[src/svs_pkg.sv]
// constants for the supply voltage supervisor
package svs_pkg;
	// serial frame layout
	localparam int FRAME_BITS = 32;
	localparam int ADDR_BITS = 8;
	localparam logic [5:0] CTRL_ADDR = 6'h03;
	localparam int WR_FLAG_POS = 31;
	localparam int CNT_W = 6;
	// control register field positions
	localparam int REG_LOCK_POS = 23;
	localparam int BAT_LOCK_POS = 22;
	localparam int REG_OV_EN_POS = 21;
	localparam int REG_UV_EN_POS = 20;
	localparam int BAT_OV_EN_POS = 19;
	localparam int BAT_UV_EN_POS = 18;
	localparam int THR_W = 10;
	// control register reset value and writable bits
	localparam logic [23:0] CTRL_RESET = 24'hFC0000;
	localparam logic [23:0] CTRL_WMASK = 24'hFC03FF;
	localparam logic [9:0] THR_OFF = 10'h000;
endpackage

[src/svs_serial_port.sv]
// serial slave port carrying the supervision control register
module svs_serial_port (
	// clock and reset
	input wire logic i_clk,
	input wire logic i_rst_n,
	// serial pins
	input wire logic i_cs_n,
	input wire logic i_sck,
	input wire logic i_sdi,
	output logic o_sdo,
	// register side
	input wire logic [23:0] i_ctrl,
	output logic o_wr_stb,
	output logic [23:0] o_wdata
);
	logic sck_q, next_sck_q, cs_q, next_cs_q, sdo, next_sdo, wr_stb, next_wr_stb;
	logic [31:0] shift, next_shift;
	logic [23:0] txd, next_txd, wdata, next_wdata;
	logic [svs_pkg::CNT_W-1:0] cnt, next_cnt;
	logic rise, fall, cs_end;
	logic [23:0] rd;

	always_comb
	begin
		rise = i_sck & ~sck_q;
		fall = ~i_sck & sck_q;
		cs_end = i_cs_n & ~cs_q;
		rd = (shift[5:0] == svs_pkg::CTRL_ADDR) ? i_ctrl : 24'h000000;
		next_sck_q = i_sck;
		next_cs_q = i_cs_n;
		next_shift = shift;
		next_cnt = cnt;
		next_txd = txd;
		next_sdo = sdo;
		next_wr_stb = 1'b0;
		next_wdata = wdata;
		if (i_cs_n)
		begin
			next_cnt = '0;
			next_sdo = 1'b0;
		end
		else
		begin
			if (rise)
			begin
				next_shift = {shift[30:0], i_sdi};
				if (cnt <= 6'(svs_pkg::FRAME_BITS))
					next_cnt = cnt + 6'h01;
			end
			if (fall && cnt == 6'(svs_pkg::ADDR_BITS))
			begin
				next_sdo = rd[23];
				next_txd = {rd[22:0], 1'b0};
			end
			else if (fall && cnt > 6'(svs_pkg::ADDR_BITS))
			begin
				next_sdo = txd[23];
				next_txd = {txd[22:0], 1'b0};
			end
		end
		// new value takes effect only when chip select returns high
		if (cs_end && cnt == 6'(svs_pkg::FRAME_BITS) && shift[svs_pkg::WR_FLAG_POS]
			&& shift[29:24] == svs_pkg::CTRL_ADDR)
		begin
			next_wr_stb = 1'b1;
			next_wdata = shift[23:0];
		end
	end

	always_ff @(posedge i_clk)
	begin
		if (!i_rst_n)
		begin
			sck_q <= 1'b0;
			cs_q <= 1'b1;
			shift <= '0;
			cnt <= '0;
			txd <= '0;
			sdo <= 1'b0;
			wr_stb <= 1'b0;
			wdata <= '0;
		end
		else
		begin
			sck_q <= next_sck_q;
			cs_q <= next_cs_q;
			shift <= next_shift;
			cnt <= next_cnt;
			txd <= next_txd;
			sdo <= next_sdo;
			wr_stb <= next_wr_stb;
			wdata <= next_wdata;
		end
	end

	assign o_sdo = sdo;
	assign o_wr_stb = wr_stb;
	assign o_wdata = wdata;

	AST_WR_ONLY_AT_CS_RISE: assert property (@(posedge i_clk) disable iff (!i_rst_n)
		wr_stb |-> $past(i_cs_n) && !$past(cs_q, 1) && $past(cnt) == 6'(svs_pkg::FRAME_BITS))
		else $error("write strobe without end of full frame");
endmodule // svs_serial_port

[src/svs_supervisor.sv]
// supply voltage supervisor: lockout, cutoff and early warning
// Summary of operation
// - regulator lockout set keeps regulator outputs off until both regulator flags clear
// - battery lockout set keeps battery outputs off until both battery flags clear
// - any standby mode ignores both lockouts; outputs restore automatically
// - overvoltage cutoff per rail when its enable bit (21, 19) is one; battery rail also at pump low threshold
// - undervoltage cutoff per rail only when its enable bit (20, 18) is one, or in fail-safe
// - battery overvoltage without cutoff keeps outputs on until pump low threshold
// - rail undervolt dragging main regulator low enters fail-safe, all outputs off
// - active mode, regulator supply below threshold: interrupt low, warning flag set
// - threshold is linear 10-bit; zero disables, all ones is full scale
// - written value applies only when chip select returns high after full frame
module svs_supervisor (
	// clock and reset
	input wire logic i_clk,
	input wire logic i_rst_n,
	// serial pins
	input wire logic i_cs_n,
	input wire logic i_sck,
	input wire logic i_sdi,
	output logic o_sdo,
	// comparator and mode inputs
	input wire logic i_reg_ov,
	input wire logic i_reg_uv,
	input wire logic i_bat_ov,
	input wire logic i_bat_uv,
	input wire logic i_pump_low_threshold,
	input wire logic i_main_regulator_output_uv,
	input wire logic i_active_mode,
	input wire logic i_standby_mode,
	// converter result for the regulator supply rail
	input wire logic i_conv_valid,
	input wire logic [9:0] i_conv_result,
	// flag clears from the status register
	input wire logic i_clr_reg_flags,
	input wire logic i_clr_bat_flags,
	input wire logic i_clr_warning,
	// outputs
	output logic o_reg_rail_outputs_off,
	output logic o_bat_rail_outputs_off,
	output logic o_fail_safe,
	output logic o_interrupt_out_low,
	output logic o_regulator_rail_warning_flag,
	output logic o_regulator_rail_undervolt_flag,
	output logic o_regulator_rail_overvolt_flag,
	output logic o_battery_rail_undervolt_flag,
	output logic o_battery_rail_overvolt_flag,
	output logic [23:0] o_supply_supervision_control
);
	logic [23:0] ctrl, next_ctrl, wdata;
	logic wr_stb;
	logic reg_uv_f, reg_ov_f, bat_uv_f, bat_ov_f, warn_f;
	logic next_reg_uv_f, next_reg_ov_f, next_bat_uv_f, next_bat_ov_f, next_warn_f;
	logic reg_held, bat_held, next_reg_held, next_bat_held;
	logic reg_off, bat_off, fail_safe, next_reg_off, next_bat_off, next_fail_safe;
	logic reg_lock, bat_lock, reg_sd, bat_sd, fs_now, below;
	logic int_n, next_int_n;

	svs_serial_port u_port (
		.i_clk(i_clk),
		.i_rst_n(i_rst_n),
		.i_cs_n(i_cs_n),
		.i_sck(i_sck),
		.i_sdi(i_sdi),
		.o_sdo(o_sdo),
		.i_ctrl(ctrl),
		.o_wr_stb(wr_stb),
		.o_wdata(wdata)
	);

	// fault flag: set wins over clear, kept only under lockout
	function automatic logic flag_next(input logic fault, input logic flag, input logic clr,
		input logic lock);
		flag_next = fault | (flag & ~clr & lock);
	endfunction

	// lockout hold until both flags of the rail are clear
	function automatic logic hold_next(input logic lock, input logic sd, input logic held,
		input logic uv_f, input logic ov_f);
		hold_next = lock & (sd | held) & (uv_f | ov_f);
	endfunction

	// control register update
	always_comb
	begin
		next_ctrl = ctrl;
		if (wr_stb)
			next_ctrl = wdata & svs_pkg::CTRL_WMASK;
	end

	// fault decode and flags
	always_comb
	begin
		reg_lock = ctrl[svs_pkg::REG_LOCK_POS] & ~i_standby_mode;
		bat_lock = ctrl[svs_pkg::BAT_LOCK_POS] & ~i_standby_mode;
		reg_sd = (i_reg_ov & ctrl[svs_pkg::REG_OV_EN_POS])
			| (i_reg_uv & ctrl[svs_pkg::REG_UV_EN_POS]);
		bat_sd = (i_bat_ov & (ctrl[svs_pkg::BAT_OV_EN_POS] | i_pump_low_threshold))
			| (i_bat_uv & ctrl[svs_pkg::BAT_UV_EN_POS]);
		fs_now = (i_reg_uv | i_bat_uv) & i_main_regulator_output_uv;
		// flags: set wins over clear; auto clear without lockout
		next_reg_uv_f = flag_next(i_reg_uv, reg_uv_f, i_clr_reg_flags, reg_lock);
		next_reg_ov_f = flag_next(i_reg_ov, reg_ov_f, i_clr_reg_flags, reg_lock);
		next_bat_uv_f = flag_next(i_bat_uv, bat_uv_f, i_clr_bat_flags, bat_lock);
		next_bat_ov_f = flag_next(i_bat_ov, bat_ov_f, i_clr_bat_flags, bat_lock);
		// lockout hold until both flags of the rail are cleared
		next_reg_held = hold_next(reg_lock, reg_sd, reg_held, next_reg_uv_f, next_reg_ov_f);
		next_bat_held = hold_next(bat_lock, bat_sd, bat_held, next_bat_uv_f, next_bat_ov_f);
		next_fail_safe = fs_now;
		next_reg_off = reg_sd | next_reg_held | fs_now;
		next_bat_off = bat_sd | next_bat_held | fs_now;
	end

	// early warning
	always_comb
	begin
		below = i_conv_valid && (i_conv_result < ctrl[svs_pkg::THR_W-1:0]);
		next_warn_f = warn_f & ~i_clr_warning;
		if (i_active_mode && ctrl[svs_pkg::THR_W-1:0] != svs_pkg::THR_OFF && below)
			next_warn_f = 1'b1;
		next_int_n = ~next_warn_f;
	end

	always_ff @(posedge i_clk)
	begin
		if (!i_rst_n)
		begin
			ctrl <= svs_pkg::CTRL_RESET;
			reg_uv_f <= 1'b0;
			reg_ov_f <= 1'b0;
			bat_uv_f <= 1'b0;
			bat_ov_f <= 1'b0;
			reg_held <= 1'b0;
			bat_held <= 1'b0;
			reg_off <= 1'b0;
			bat_off <= 1'b0;
			fail_safe <= 1'b0;
			warn_f <= 1'b0;
			int_n <= 1'b1;
		end
		else
		begin
			ctrl <= next_ctrl;
			reg_uv_f <= next_reg_uv_f;
			reg_ov_f <= next_reg_ov_f;
			bat_uv_f <= next_bat_uv_f;
			bat_ov_f <= next_bat_ov_f;
			reg_held <= next_reg_held;
			bat_held <= next_bat_held;
			reg_off <= next_reg_off;
			bat_off <= next_bat_off;
			fail_safe <= next_fail_safe;
			warn_f <= next_warn_f;
			int_n <= next_int_n;
		end
	end

	assign o_reg_rail_outputs_off = reg_off;
	assign o_bat_rail_outputs_off = bat_off;
	assign o_fail_safe = fail_safe;
	assign o_interrupt_out_low = int_n;
	assign o_regulator_rail_warning_flag = warn_f;
	assign o_regulator_rail_undervolt_flag = reg_uv_f;
	assign o_regulator_rail_overvolt_flag = reg_ov_f;
	assign o_battery_rail_undervolt_flag = bat_uv_f;
	assign o_battery_rail_overvolt_flag = bat_ov_f;
	assign o_supply_supervision_control = ctrl;

	// checks
	AST_REG_LOCK_HOLDS: assert property (@(posedge i_clk) disable iff (!i_rst_n)
		reg_held && ctrl[svs_pkg::REG_LOCK_POS] && !i_standby_mode && (reg_uv_f || reg_ov_f)
		&& !i_clr_reg_flags |=> reg_off)
		else $error("regulator outputs released while locked out");
	AST_BAT_LOCK_HOLDS: assert property (@(posedge i_clk) disable iff (!i_rst_n)
		bat_held && ctrl[svs_pkg::BAT_LOCK_POS] && !i_standby_mode && (bat_uv_f || bat_ov_f)
		&& !i_clr_bat_flags |=> bat_off)
		else $error("battery outputs released while locked out");
	AST_STANDBY_AUTO_RESTORE: assert property (@(posedge i_clk) disable iff (!i_rst_n)
		i_standby_mode |=> !reg_held && !bat_held)
		else $error("lockout held in standby");
	AST_REG_OV_CUTOFF: assert property (@(posedge i_clk) disable iff (!i_rst_n)
		i_reg_ov && ctrl[svs_pkg::REG_OV_EN_POS] |=> reg_off)
		else $error("regulator overvoltage cutoff missed");
	AST_BAT_UV_CUTOFF: assert property (@(posedge i_clk) disable iff (!i_rst_n)
		i_bat_uv && !ctrl[svs_pkg::BAT_UV_EN_POS] && !i_main_regulator_output_uv
		&& !bat_held && !i_bat_ov && !(ctrl[svs_pkg::BAT_LOCK_POS] && !i_standby_mode)
		|=> !bat_off)
		else $error("battery undervoltage cutoff while disabled");
	AST_PUMP_LOW_CUTOFF: assert property (@(posedge i_clk) disable iff (!i_rst_n)
		i_bat_ov && i_pump_low_threshold |=> bat_off)
		else $error("battery outputs kept on below pump threshold");
	AST_FAIL_SAFE: assert property (@(posedge i_clk) disable iff (!i_rst_n)
		(i_reg_uv || i_bat_uv) && i_main_regulator_output_uv
		|=> fail_safe && reg_off && bat_off)
		else $error("fail-safe not entered");
	AST_WARN_IRQ: assert property (@(posedge i_clk) disable iff (!i_rst_n)
		i_active_mode && i_conv_valid && ctrl[9:0] != 10'h000 && i_conv_result < ctrl[9:0]
		|=> o_interrupt_out_low == 1'b0 && warn_f)
		else $error("early warning not raised");
	AST_THR_ZERO_OFF: assert property (@(posedge i_clk) disable iff (!i_rst_n)
		!warn_f && ctrl[9:0] == 10'h000 |=> !warn_f)
		else $error("warning raised with threshold zero");
	AST_RESERVED_ZERO: assert property (@(posedge i_clk) disable iff (!i_rst_n)
		ctrl[17:10] == 8'h00)
		else $error("reserved control bits not zero");
	AST_CTRL_STABLE: assert property (@(posedge i_clk) disable iff (!i_rst_n)
		!wr_stb |=> $stable(ctrl))
		else $error("control register changed outside frame end");
	AST_INT_FOLLOWS_WARN: assert property (@(posedge i_clk) disable iff (!i_rst_n)
		int_n == !warn_f)
		else $error("interrupt output disagrees with warning flag");
	AST_REG_AUTO_RESTORE: assert property (@(posedge i_clk) disable iff (!i_rst_n)
		!ctrl[svs_pkg::REG_LOCK_POS] && !i_reg_ov && !i_reg_uv && !i_main_regulator_output_uv
		|=> !reg_off && !reg_uv_f && !reg_ov_f)
		else $error("regulator outputs not restored without lockout");
	AST_BAT_AUTO_RESTORE: assert property (@(posedge i_clk) disable iff (!i_rst_n)
		!ctrl[svs_pkg::BAT_LOCK_POS] && !i_bat_ov && !i_bat_uv && !i_main_regulator_output_uv
		|=> !bat_off && !bat_uv_f && !bat_ov_f)
		else $error("battery outputs not restored without lockout");
	AST_BAT_OV_NO_CUTOFF: assert property (@(posedge i_clk) disable iff (!i_rst_n)
		i_bat_ov && !ctrl[svs_pkg::BAT_OV_EN_POS] && !i_pump_low_threshold && !i_bat_uv
		&& !bat_held && !i_main_regulator_output_uv
		|=> !bat_off)
		else $error("battery outputs cut while pump still sufficient");
	AST_WARN_NEEDS_VALID: assert property (@(posedge i_clk) disable iff (!i_rst_n)
		!i_conv_valid && !warn_f |=> !warn_f)
		else $error("warning raised without a converter result");
endmodule // svs_supervisor

[config.mk]
export PLATFORM = sky130hd
export DESIGN_NAME = svs_supervisor
export DESIGN_NICKNAME = d
export VERILOG_FILES = /design/src/svs_pkg.sv /design/src/svs_serial_port.sv /design/src/svs_supervisor.sv
export SDC_FILE = /design/constraint.sdc
export NUM_CORES = 1
export LEC_CHECK = 0
export BUFFER_PORTS_ARGS = -buffer_cell sky130_fd_sc_hd__buf_2
export CAP_MARGIN = 40
export CORE_MARGIN = 2
export CORE_UTILIZATION = 33
export CTS_CLUSTER_SIZE = 20
export DETAILED_ROUTE_END_ITERATION = 12
export PLACE_DENSITY = 0.52
export SLEW_MARGIN = 20
export SYNTH_ARGS = -nofsm -noshare
export SYNTH_HDL_FRONTEND = slang
export SYNTH_SLANG_ARGS = --single-unit
[constraint.sdc]
create_clock -name i_clk -period 1.6 [get_ports i_clk]
set_input_delay 0.32 -clock i_clk [delete_from_list [all_inputs] [get_ports i_clk]]
set_output_delay 0.32 -clock i_clk [all_outputs]
set_load 0.03 [all_outputs]
After elaboration in Yosys (flattened, before gate mapping)
Index checks and enable logic that the tools add are counted.
- register bits after elaboration: 117
- bits of input ports: 27
- output and inout bits: 34
- word-level logic and storage cells: 98
- add/subtract/negate cells: 1
- order comparisons: 3
- equality and inequality tests: 4
- multiplexer cells: 7
- bitwise logic cells: 49
- reductions and logical operators: 14
- operator list (operator ; number):
    $mux 24 ; 3
    $and 1x1->1 ; 23
    $or 1x1->1 ; 16
    $eq 6x2->1 const B ; 2
    $lt 10x10->1 ; 1
    $not 1->1 ; 10
    $reduce_bool 10->1 ; 1
    $logic_and 1x1->1 ; 8
    $add 6x1->6 const B ; 1
    $eq 6x4->1 const B ; 1
    $eq 6x6->1 const B ; 1
    $gt 6x4->1 const B ; 1
    $le 6x6->1 const B ; 1
    $reduce_and 2->1 ; 3
    $mux 1 ; 4
    $reduce_bool 2->1 ; 1
    $reduce_or 2->1 ; 1

Logic depth before layout (Yosys ltp)
Gate-level depths: netlist of the first run.
- depth after elaboration: 8
- depth in mapped cells: 8
- mapped depth without buffers: 6

Modules after synthesis
From an unflattened synthesis of the first run, not the netlist that was laid out.
- cells, all modules: 515
- area, all modules: 4647.0 µm²
- by module, submodules not included (module ; times used ; cells an instance ; area each (µm²) ; seq. area each (µm²)):
    svs_serial_port ; 1 ; 379 ; 3365.7 ; 1781.7
    svs_supervisor ; 1 ; 136 ; 1281.2 ; 540.5

Least setup slack after synthesis of the first run
No wires, ideal clock.
- path kind: reg-to-reg
- start point: register ctrl[7], in the netlist o_supply_supervision_control[7]
- end point: register warn_f, in the netlist o_regulator_rail_warning_flag
- setup time: 140 ps
- data arrival time: 1625 ps
- required time: 1460 ps
- setup slack: -165 ps
- stages on the path, launching flop included: 7
- buffers on the path: 0
- clock period less this slack: 1765 ps
- cell sequence: dfxtp_1 inv_1 ha_1 nand2_1 or3_1 o221ai_1 a221oi_1
- longest elaborated chain between the ends: 4
- elaborated cells between the ends (all ways): 6
- classes of those cells: order compare: 1; mux: 1; reduce/logical: 4
- ends and longest elaborated chain (what ; line ; text):
    from (decl) ; svs_supervisor.sv:50 ; logic [23:0] ctrl, next_ctrl, wdata;
    from (signal assigned) ; svs_supervisor.sv:128 ; ctrl <= svs_pkg::CTRL_RESET;
    from (signal assigned) ; svs_supervisor.sv:143 ; ctrl <= next_ctrl;
    $lt 10x10->1 or $reduce_bool 10->1 (tied branches) ; svs_supervisor.sv:117, svs_supervisor.sv:119 ;
    $logic_and 1x1->1 (on tied branches) ; svs_supervisor.sv:117, svs_supervisor.sv:119 ;
    $logic_and 1x1->1 (*) ; svs_supervisor.sv:119 ; if (i_active_mode && ctrl[svs_pkg::THR_W-1:0] != svs_pkg::THR_OFF && below)
    $mux 1 (*) ; svs_supervisor.sv:119 ;
    to (signal assigned) ; svs_supervisor.sv:153 ; warn_f <= next_warn_f;
    to (decl) ; svs_supervisor.sv:52 ; logic reg_uv_f, reg_ov_f, bat_uv_f, bat_ov_f, warn_f;
Mark *: on every way between the ends. The rest lies on a longest branch, timed or not.
A chain may end at the register's enable or synchronous reset.

Worst setup path after layout of the first run
- start point: register u_port.cnt[0] in the netlist's numbering
- end point: register u_port.sdo, in the netlist u_port.o_sdo
- longest elaborated chain between the ends: 3
- elaborated cells between the ends (all ways): 6
- classes of those cells: order compare: 1; eq/ne: 1; mux: 1; reduce/logical: 3
- ends and longest elaborated chain (what ; line ; text):
    from (decl) ; svs_serial_port.sv:19 ; logic [svs_pkg::CNT_W-1:0] cnt, next_cnt;
    from (signal assigned) ; svs_serial_port.sv:88 ; cnt <= next_cnt;
    $gt 6x4->1 or $eq 6x4->1 (tied branches) ; svs_serial_port.sv:55, svs_serial_port.sv:50 ;
    $logic_and 1x1->1 (on tied branches) ; svs_serial_port.sv:55, svs_serial_port.sv:50 ;
    $reduce_bool 2->1 (no line) or $mux 1 (tied branches) ; - ;
    to (signal assigned) ; svs_serial_port.sv:90 ; sdo <= next_sdo;
    to (decl) ; svs_serial_port.sv:16 ; logic sck_q, next_sck_q, cs_q, next_cs_q, sdo, next_sdo, wr_stb, next_wr_stb;
Parallel ways exist; a longest one is shown, timed or not.

==> results of run 1 <==
## synthesized netlist by cell type, types with 2 or more instances
library cell / instances / area [um^2]
nor2_1: 33 / 124
a21oi_1: 69 / 345
and3b_1: 2 / 17.5
buf_6: 2 / 22.5
nand3_1: 28 / 140
buf_4: 12 / 90.1
o21ai_1: 10 / 50.1
a221oi_2: 11 / 165
o21ai_0: 23 / 115
or3_1: 2 / 12.5
buf_1: 2 / 7.51
nand2_1: 90 / 338
ha_1: 11 / 138
mux2i_1: 17 / 170
and3_1: 3 / 18.8
clkbuf_1: 19 / 71.3
a31oi_1: 3 / 18.8
nor2b_1: 3 / 18.8
nand3b_1: 3 / 22.5
nor4_1: 4 / 25.0
dfxtp_1: 108 / 2160
o21a_1: 3 / 22.5
and2_1: 6 / 37.5
a221oi_1: 4 / 35.0
nor4b_4: 2 / 47.6
buf_2: 7 / 35.0
inv_1: 14 / 52.6
nor3b_1: 2 / 15.0
nor4_2: 2 / 25.0
nand2b_1: 6 / 37.5
nor3_2: 2 / 20.0
## registers in the layout, indices dropped and copies added, names as in the netlist
name and count:
bat_held 1, o_bat_rail_outputs_off 1, o_battery_rail_overvolt_flag 1, o_battery_rail_undervolt_flag 1, o_fail_safe 1, o_interrupt_out_low 1
o_reg_rail_outputs_off 1, o_regulator_rail_overvolt_flag 1, o_regulator_rail_undervolt_flag 1, o_regulator_rail_warning_flag 1, o_supply_supervision_control 16, reg_held 1
u_port.cnt 6, u_port.cs_q 1, u_port.o_sdo 1, u_port.o_wdata 16, u_port.o_wr_stb 1, u_port.sck_q 1
u_port.shift 32, u_port.txd 23
## worst min-delay path, cell delays in order
cell and delay, ns:
buf_2 0.09, a21oi_1 0.05, nor2_1 0.07
## through the flow
stage	std cells	util	TNS [ns]	instance area [um^2]
after detailed placement	749	0.392	-0.0379	5240
after global routing	766	0.420	-0.0153	5600
after CTS	765	0.414	0	5530
final	766	0.420	0	5600
after floorplan	526	-	0	4590
after global placement	749	0.392	0	5240
## area by class of cell
type	count	share of cell area
clock buffer	14	0.0492
sequential	108	0.389
inverter	14	0.00938
multi-input combinational	361	0.386
clock inverter	2	0.00290
tap	176	0.0393
timing repair buffer	91	0.124
## worst paths after layout
check / from / to / slack (ns) / cells after the start
max: u_port.cnt[0] / u_port.o_sdo / 0.06 / 7
min: i_bat_ov / o_battery_rail_overvolt_flag / 0.21 / 3
max reg2reg: u_port.cnt[0] / u_port.o_sdo / 0.06 / 7
min reg2reg: u_port.shift[16] / u_port.shift[17] / 0.45 / 2
## power groups by stage
stage | clock network, uW | registers, uW | logic, uW
finish | 2170 | 2710 | 291
global route | 2360 | 2710 | 320
CTS | 2230 | 2710 | 292
detailed placement | 0 | 2770 | 291
global placement | 0 | 2770 | 286
floorplan | 0 | 2790 | 160
## kinds of logic after synthesis
| kind of cell | after synthesis | synth area share |
|---|---|---|
| compound gates | 133 | 0.186 |
| xor+xnor | 1 | 0.00193 |
| fa+ha+maj | 11 | 0.0302 |
| buf+inv | 57 | 0.0657 |
| flops | 108 | 0.475 |
| mux | 17 | 0.0374 |
| other cells | 1 | 0.000824 |
| simple gates | 191 | 0.203 |
## per-layer routing
layer	vias up	wire (um)
met4	0	224
met5	-	0
met1	1768	5020
met2	61	4940
met3	16	334
li1	1916	-
## repair_timing
item | CTS | global route
buffers inserted | 0 | 0
resized for setup | 0 | 10
setup endpoints to repair | 0 | 25
hold buffers | 0 | 0
==> impl_metrics.csv, run 1 <==
group,metric,value,unit
pwr,swShare,0.226,
clock_network,clk_pin_slew,0.07,ns
synthesis,synth_edf_count,0,
placement,dp_hpwl,7.27,mm
layout,final-seq-area,2180,um^2
synthesis,synth_ff_type,"dfxtp_1",
worst_setup_path,cp_cell_sequence,"inv_1, ha_1, and3b_1, and4_4, clkbuf_16, nand2_1, a31oi_1",
worst_setup_path,cp_slowest_stage_delay,0.32,ns
clock_network,cts_tree,"done",
pwr,p_seq_frac,0.524,
sta,skew,0.00613,ns
placement,pre_cts_slack,-0.0253,ns
sta,max_freq,648,MHz
die,start_util,0.341,
synthesis,ys_ff_latch,108,
die,row_count,42,
synthesis,synth_seq_area_share,0.475,
die,die-height,121,um
clock_network,worstSkewPairLatency,0.35,ns
pwr,ir_worst_vdd,0.496,mV
die,boundaryPins,61,
clock_network,cts_buffer_depth,2,
placement,place.gp.congestion,0.793,
sta,finalWorstSetupSlack,0.0563,ns
layout,layout_commonest_cell,"dfxtp_1",
synthesis,async_flop_share,0,
synthesis,yosysUniqueCellTypes,47,
worst_setup_path,critPathBufInv,2,
detailed_routing,drc_errors,0,
synthesis,synthCells,519,
detailed_routing,first_pass_iters,4,
global_route,grt_util_met2,0.235,
global_route,antenna_found_initial,0,
global_route,busiest_layer,"met2",
layout,syn_to_final_growth,23.1,%
die,dieArea,14700,um^2
detailed_routing,first_iter_violations,256,
detailed_routing,vias,3761,
detailed_routing,drtAntennaViolNets,0,
pwr,p_int,4000,uW
global_route,grt_use_met3,0.0240,
pwr,leakagePower,0.00212,uW
run_status,outcome,"finished, final reports clean",
layout,drive_above_1_share,0.237,
detailed_routing,routedWlPerCell,13.7,um
sta,setup_viol,0,
sta,holdWs,0.214,ns
clock_network,cts_inserted_buffers,9,
sta,fin_crit,1.54,ns
global_route,grt_max_degree,35,
pwr,p_per_area,924,nW/um^2
layout,diodes,0,
detailed_routing,viasPerCell,4.91,
worst_setup_path,critPathCaptureType,"flip-flop",
worst_setup_path,crit_arrival,1.82,ns
layout,multi_input_area,2160,um^2
layout,fill_cells,1383,
die,die_w,121,um
global_route,grt_pass1_wl,17.2,mm
die,core-area,13300,um^2
sta,final_max_slew_viol_count,0,
worst_setup_path,setup.worst_path.class,"flip-flop to flip-flop",
pwr,p_switching,1170,uW
synthesis,ys_warn_count,0,
placement,io_buffer_count,52,
layout,layout_common_cells,"100 x dfxtp_1, 90 x nand2_1, 69 x a21oi_1",
sta,grt_setup_unrepaired,"true",
global_route,overflow,0,
global_route,grt_util_met1,0.194,
sta,period_share,0.965,
synthesis,syn_area,4550,um^2
sta,hold_viol_final,0,
global_route,grtUsageTotal,0.147,
clock_network,cts-root-buf,"clkbuf_16",
synthesis,synth_area_per_cell,8.77,um^2
worst_setup_path,cp_top_family,"simple AND/OR/NAND/NOR gates",
worst_hold_path,hold_class,"primary input to flip-flop",
pwr,clkPwrFrac,0.420,
layout,finalNetCount,623,
global_route,grt_pass1_vias,3577,
worst_setup_path,cp_slowest_cell,"dfxtp_2",
detailed_routing,finalWirelength,10.5,mm
run,maxCapViolations,0,
clock_network,clock-sinks,108,
pwr,pwr-share-comb,0.056,
pwr,design_power_total,5170,uW
worst_setup_path,start_kind,"flip-flop",
worst_setup_path,cp_max_fo,8,
worst_setup_path,critPathRequiredTime,1.87,ns
clock_network,htree_num_levels,3,
Power figures use the tool's default switching activity.
==> inputs of run 2 (changes only) <==
--- a/config.mk
+++ b/config.mk
@@ -5,6 +5,7 @@
 export SDC_FILE = /design/constraint.sdc
 export NUM_CORES = 1
 export LEC_CHECK = 0
+export ABC_AREA = 1
 export BUFFER_PORTS_ARGS = -buffer_cell sky130_fd_sc_hd__buf_2
 export CAP_MARGIN = 40
 export CORE_MARGIN = 2
@@ -12,6 +13,7 @@
 export CTS_CLUSTER_SIZE = 20
 export DETAILED_ROUTE_END_ITERATION = 12
 export PLACE_DENSITY = 0.52
+export SKIP_CTS_REPAIR_TIMING = 1
 export SLEW_MARGIN = 20
 export SYNTH_ARGS = -nofsm -noshare
 export SYNTH_HDL_FRONTEND = slang
==> impl_metrics.csv, run 2 <==
group,metric,value,unit
run_status,outcome,"finished, final reports clean",
worst_setup_path,cp_common_cell,"inv_2",
pwr,p_int,4120,uW
synthesis,ys_ff_latch,108,
die,start_util,0.340,
worst_setup_path,critPathCaptureType,"flip-flop",
worst_setup_path,cp_cell_sequence,"inv_2, a21oi_2, inv_2, nor2_4, inv_2, a21oi_1, a21oi_1",
pwr,p_per_area,1000,nW/um^2
layout,diodes,0,
synthesis,synthTopCellsByArea,"dfxtp_1 48%, a21oi_1 11%, nand2_1 7.9%, o21ai_0 5.4%, nor2_1 4.9%",
layout,largest_reg_flops,32,
synthesis,async_flop_share,0,
synthesis,synth.most_common_cell,"dfxtp_1",
layout,layout_common_cells,"106 x dfxtp_1, 97 x a21oi_1, 96 x nand2_1",
worst_setup_path,endpoint,"u_port.txd[4]",
layout,largest_register,"u_port.shift",
synthesis,synth_edf_count,0,
worst_setup_path,cp_max_fo,22,
sta,setup_viol,0,
sta,fin_crit,1.44,ns
clock_network,htree_num_levels,3,
worst_setup_path,start_kind,"flip-flop",
worst_setup_path,worst_r2r_path_depth,7,
synthesis,synth_common_cells,"108 x dfxtp_1, 97 x a21oi_1, 96 x nand2_1",
layout,syn_to_final_growth,17.4,%
synthesis,synth_area_per_cell,7.60,um^2
sta,grt_setup_unrepaired,"false",
die,core-area,13300,um^2
layout,final_area,5330,um^2
synthesis,synth_seq_area_share,0.477,
worst_setup_path,cp_slowest_cell,"dfxtp_1",
detailed_routing,vias,3896,
sta,setup_tns,0,ns
sta,hold_viol_final,0,
clock_network,cts_buffer_depth,2,
global_route,grt_pass1_wl,17.1,mm
pwr,ir_worst_vdd,0.576,mV
run,maxCapViolations,0,
synthesis,synthCells,597,
detailed_routing,drtAntennaViolNets,0,
die,dieArea,14700,um^2
pwr,swShare,0.226,
clock_network,clk_pin_slew,0.06,ns
worst_setup_path,cp_slowest_stage_delay,0.46,ns
die,die-height,121,um
clock_network,cts_inserted_buffers,9,
worst_setup_path,crit_start,"u_port.cnt[5]",
placement,io_buffer_count,52,
sta,finalWorstSetupSlack,0.157,ns
worst_setup_path,critPathRequiredTime,1.83,ns
layout,layout_commonest_cell,"dfxtp_1",
pwr,pwr-share-comb,0.069,
worst_setup_path,crit_arrival,1.67,ns
global_route,grt_max_degree,66,
layout,drive_above_1_share,0.154,
synthesis,yosysUniqueCellTypes,32,
placement,placed_area,5020,um^2
synthesis,syn_area,4540,um^2
layout,finalNetCount,684,
global_route,overflow,0,
clock_network,cts-root-buf,"clkbuf_16",
detailed_routing,routedWlPerCell,12.5,um
synthesis,synth_top_area_frac,0.477,
pwr,leakagePower,0.00217,uW
clock_network,clock-sinks,108,
worst_setup_path,r2r_start,"u_port.cnt[5]",
worst_setup_path,r2r_end,"u_port.txd[4]",
synthesis,synth_ff_type,"dfxtp_1",
global_route,antenna_found_initial,0,
detailed_routing,first_pass_iters,4,
worst_setup_path,ff2ff_setup_slack,0.16,ns
detailed_routing,first_iter_violations,183,
sta,max_freq,693,MHz
pwr,clkPwrFrac,0.411,
die,row_count,42,
pwr,p_seq_frac,0.519,
global_route,grt_pass1_vias,3638,
detailed_routing,drc_errors,0,
worst_hold_path,hold_class,"primary input to flip-flop",
clock_network,worstSkewPairLatency,0.34,ns
synthesis,ys_warn_count,0,
die,boundaryPins,61,
die,die_w,121,um
layout,top_regs,"u_port.shift (32), u_port.txd (23)",
pwr,p_switching,1200,uW
placement,pre_cts_slack,0.134,ns
worst_setup_path,setup.worst_path.class,"flip-flop to flip-flop",
sta,skew,0.00682,ns
placement,place.gp.congestion,0.839,
detailed_routing,viasPerCell,4.71,
sta,final_max_slew_viol_count,0,
synthesis,yosysTopAreaCell,"dfxtp_1",
clock_network,cts_tree,"done",
placement,dp_hpwl,7.45,mm
global_route,grtUsageTotal,0.146,
detailed_routing,finalWirelength,10.3,mm
sta,period_share,0.902,
## run 2: cell types whose count changed in the layout (fill, tap and decap cells not counted), sizes merged, moves of 6 or more
cell,previous run,this run
mux2i,17,0
nand4,1,18
buf,90,70
and2,6,0
nand2,90,98
a21oi,70,98
a221oi,15,0
nand2b,6,0
nor2,33,61
inv,14,59
o21ai,33,57
## run 2: layout make-up
class	count	area [um^2]
clock inverter	3	46.3
clock buffer	13	250
fill	1407	8020
inverter	61	233
timing repair buffer	70	458
multi-input combinational	396	1950
sequential	108	2160
tap	176	220
## run 2: per-stage QoR
stage / power [uW] / hold WS, ns / cells / utilization
after global routing: 5560 / 0.180 / 827 / 0.399
after floorplan: 3090 / 0.413 / 604 / -
final: 5330 / 0.172 / 827 / 0.399
after detailed placement: 3200 / 0.452 / 811 / 0.376
after CTS: 5410 / 0.159 / 827 / 0.399
after global placement: 3190 / 0.446 / 811 / 0.376
## run 2: how the worst min path moves through the flow
stage | cells after the start | endpoint | from
after floorplan | 2 | u_port.sck_q | i_sck
after global placement | 2 | u_port.shift[30] | u_port.shift[30]
after detailed placement | 2 | u_port.shift[17] | u_port.shift[17]
final | 3 | u_port.sck_q | i_sck
after CTS | 3 | u_port.sck_q | i_sck
after global routing | 3 | u_port.sck_q | i_sck
## run 2: cells by family (layout without fill, tap and decap cells)
logic type,Yosys count,count (layout),synth area share
compound gates,161,161,0.181
xor+xnor,2,2,0.00386
fa+ha+maj,11,11,0.0303
buf+inv,100,147,0.0987
flops,108,108,0.477
other cells,1,8,0.000827
simple gates,214,214,0.208
## run 2: critical path: cells and delay by family (launching register included)
| kind | cells | cell delay [ns] |
|---|---|---|
| AND/OR/NAND/NOR | 1 | 0.12 |
| flip-flops | 1 | 0.46 |
| AO/OA/AOI/OAI | 3 | 0.43 |
| buffers and inverters | 3 | 0.32 |
## run 2: metal layers
layer  share of wire  vias up  wire [um]  global-route usage
met2            0.45       65       4670               0.237
li1                -     2052          -                   -
met4           0.015        0        153              0.0560
met3           0.032       10        327              0.0273
met5               0        -          0                   0
met1            0.50     1769       5180               0.193
## run 2: power by group through the flow
stage	combinational, uW	clock, uW	sequential, uW
CTS	374	2270	2770
finish	369	2190	2770
detailed placement	372	0	2830
floorplan	241	0	2850
global placement	366	0	2830
global route	418	2370	2770
==> inputs of run 3 (changes only) <==
--- a/config.mk
+++ b/config.mk
@@ -10,9 +10,9 @@
 export CAP_MARGIN = 40
 export CORE_MARGIN = 2
 export CORE_UTILIZATION = 33
-export CTS_CLUSTER_SIZE = 20
+export CTS_CLUSTER_SIZE = 14
 export DETAILED_ROUTE_END_ITERATION = 12
-export PLACE_DENSITY = 0.52
+export PLACE_DENSITY = 0.51
 export SKIP_CTS_REPAIR_TIMING = 1
 export SLEW_MARGIN = 20
 export SYNTH_ARGS = -nofsm -noshare
==> constraint.sdc (replaced) <==
create_clock -name i_clk -period 1.4 [get_ports i_clk]
set_input_delay 0.28 -clock i_clk [delete_from_list [all_inputs] [get_ports i_clk]]
set_output_delay 0.28 -clock i_clk [all_outputs]
set_load 0.03 [all_outputs]
==> impl_metrics.csv, run 3 (synthesis gave the netlist of run 2 again) <==
group,metric,value,unit
detailed_routing,routedWlPerCell,12.8,um
detailed_routing,drc_errors,0,
pwr,ir_worst_vdd,0.587,mV
sta,hold_viol_final,0,
layout,largest_register,"u_port.shift",
worst_hold_path,holdCritStartpoint,"i_sck",
run,maxCapViolations,0,
worst_setup_path,cp_slowest_cell,"dfxtp_2",
worst_hold_path,min_to,"u_port.sck_q",
layout,syn_to_final_growth,24.7,%
detailed_routing,drtAntennaViolNets,0,
global_route,grt_pass1_vias,3687,
worst_setup_path,critPathBufInv,3,
layout,final_area,5660,um^2
worst_hold_path,hold_depth,3,
clock_network,htree_num_levels,3,
worst_setup_path,crit_start,"o_supply_supervision_control[4]",
worst_setup_path,cp_common_cell,"buf_4",
layout,layout_common_cells,"94 x dfxtp_1, 92 x nand2_1, 90 x a21oi_1",
sta,skew,0.00660,ns
pwr,design_power_total,6160,uW
placement,dp_hpwl,7.46,mm
global_route,grt_pass1_wl,17.7,mm
placement,place.gp.congestion,0.811,
global_route,grtUsageTotal,0.153,
worst_setup_path,ff2ff_setup_slack,0.08,ns
sta,fin_crit,1.39,ns
layout,layout_commonest_cell,"dfxtp_1",
sta,grt_setup_unrepaired,"true",
run_status,outcome,"finished, final reports clean",
worst_setup_path,start_kind,"flip-flop",
worst_setup_path,cp_slowest_stage_delay,0.33,ns
worst_setup_path,cp_top_family,"buffers and inverters",
worst_setup_path,critPathRequiredTime,1.12,ns
detailed_routing,viasPerCell,4.76,
die,row_count,42,
clock_network,cts_buffer_depth,2,
placement,io_buffer_count,52,
layout,finalNetCount,700,
worst_setup_path,cp_max_fo,3,
worst_setup_path,crit_arrival,1.11,ns
sta,max_freq,721,MHz
detailed_routing,first_pass_iters,4,
worst_setup_path,cp_cell_sequence,"buf_4, buf_4, buf_2",
placement,placed_area,5160,um^2
clock_network,worstSkewPairLatency,0.35,ns
global_route,overflow,0,
layout,drive_above_1_share,0.240,
pwr,leakagePower,0.00228,uW
detailed_routing,vias,4015,
worst_setup_path,r2r_start,"o_supply_supervision_control[5]",
clock_network,clk_pin_slew,0.07,ns
sta,period_share,0.991,
worst_setup_path,r2r_end,"o_interrupt_out_low",
die,core-area,13300,um^2
global_route,antenna_found_initial,0,
sta,setup_viol,0,
worst_hold_path,hold_class,"primary input to flip-flop",
die,die_w,121,um
clock_network,cts_tree,"done",
layout,largest_reg_flops,32,
clock_network,cts-root-buf,"clkbuf_16",
pwr,p_per_area,1090,nW/um^2
worst_setup_path,critPathCaptureType,"output port",
die,die-height,121,um
worst_setup_path,worst_r2r_path_depth,10,
die,dieArea,14700,um^2
detailed_routing,finalWirelength,10.8,mm
clock_network,clock-sinks,108,
clock_network,cts_inserted_buffers,9,
layout,diodes,0,
die,start_util,0.340,
die,boundaryPins,61,
sta,final_max_slew_viol_count,0,
global_route,grt_max_degree,66,
detailed_routing,first_iter_violations,268,
layout,top_regs,"u_port.shift (32), u_port.txd (23)",
worst_setup_path,setup.worst_path.class,"flip-flop to output port",
-- run 3: changes by cell type in the layout (fill, tap and decap cells not counted), sizes merged --
| cell | change |
|---|---|
| clkbuf | -3 |
| clkinv | +2 |
| clkinvlp | -1 |
| inv | +3 |
| buf | +16 |
| bufinv | -1 |
-- run 3: worst max path at each step --
| stage | endpoint | slack, ns | cells past startpoint |
|---|---|---|---|
| 3_3_place_gp | u_port.txd[19] | -0.002 | 9 |
| 6_report | o_supply_supervision_control[4] | 0.01 | 3 |
| 3_5_place_dp | u_port.txd[8] | -0.07 | 9 |
| 4_1_cts | u_port.txd[8] | -0.06 | 7 |
| 2_1_floorplan | o_interrupt_out_low | 0.007 | 8 |
| 5_1_grt | u_port.txd[15] | -0.03 | 7 |
-- run 3: layer usage --
layer / vias to the layer above / part of all wire / global-route usage
met5: - / 0 / 0
met3: 11 / 0.037 / 0.0348
li1: 2086 / - / -
met1: 1858 / 0.50 / 0.215
met4: 0 / 0.017 / 0.0589
met2: 60 / 0.45 / 0.227
-- run 3: worst register-to-register path, delay by kind of cell (launching register included) --
family / cells / cell delay, ns
buffers and inverters: 2 / 0.07
adders and majority gates: 1 / 0.22
DFF: 1 / 0.36
AOI/OAI and AO/OA: 1 / 0.13
and+or+nand+nor: 6 / 0.43
-- run 3: final cells by class --
type | instances | area, um^2
clock buffer | 10 | 250
clock inverter | 6 | 51.3
fill | 1380 | 7690
inverter | 61 | 238
multi-input combinational | 396 | 2090
sequential | 108 | 2190
tap | 176 | 220
timing repair buffer | 86 | 616
-- run 3: report_power, final --
part           switching [uW]  internal, uW  leakage, uW  total (uW)
Combinational             296           159      0.00124         454
Clock                    1210          1340     0.000150        2550
Sequential               31.3          3130     0.000884        3160
-- run 3: metrics by stage --
stage               hold WS (ns)  setup TNS (ns)   util  worst slack [ns]  std cells
floorplan                  0.373               0      -           0.00652        604
global placement           0.445        -0.00225  0.387          -0.00225        824
finish                     0.119               0  0.424            0.0121        843
global route               0.144          -0.341  0.424           -0.0285        843
detailed placement         0.453          -0.218  0.387           -0.0692        824
CTS                        0.102          -0.266  0.409           -0.0626        840
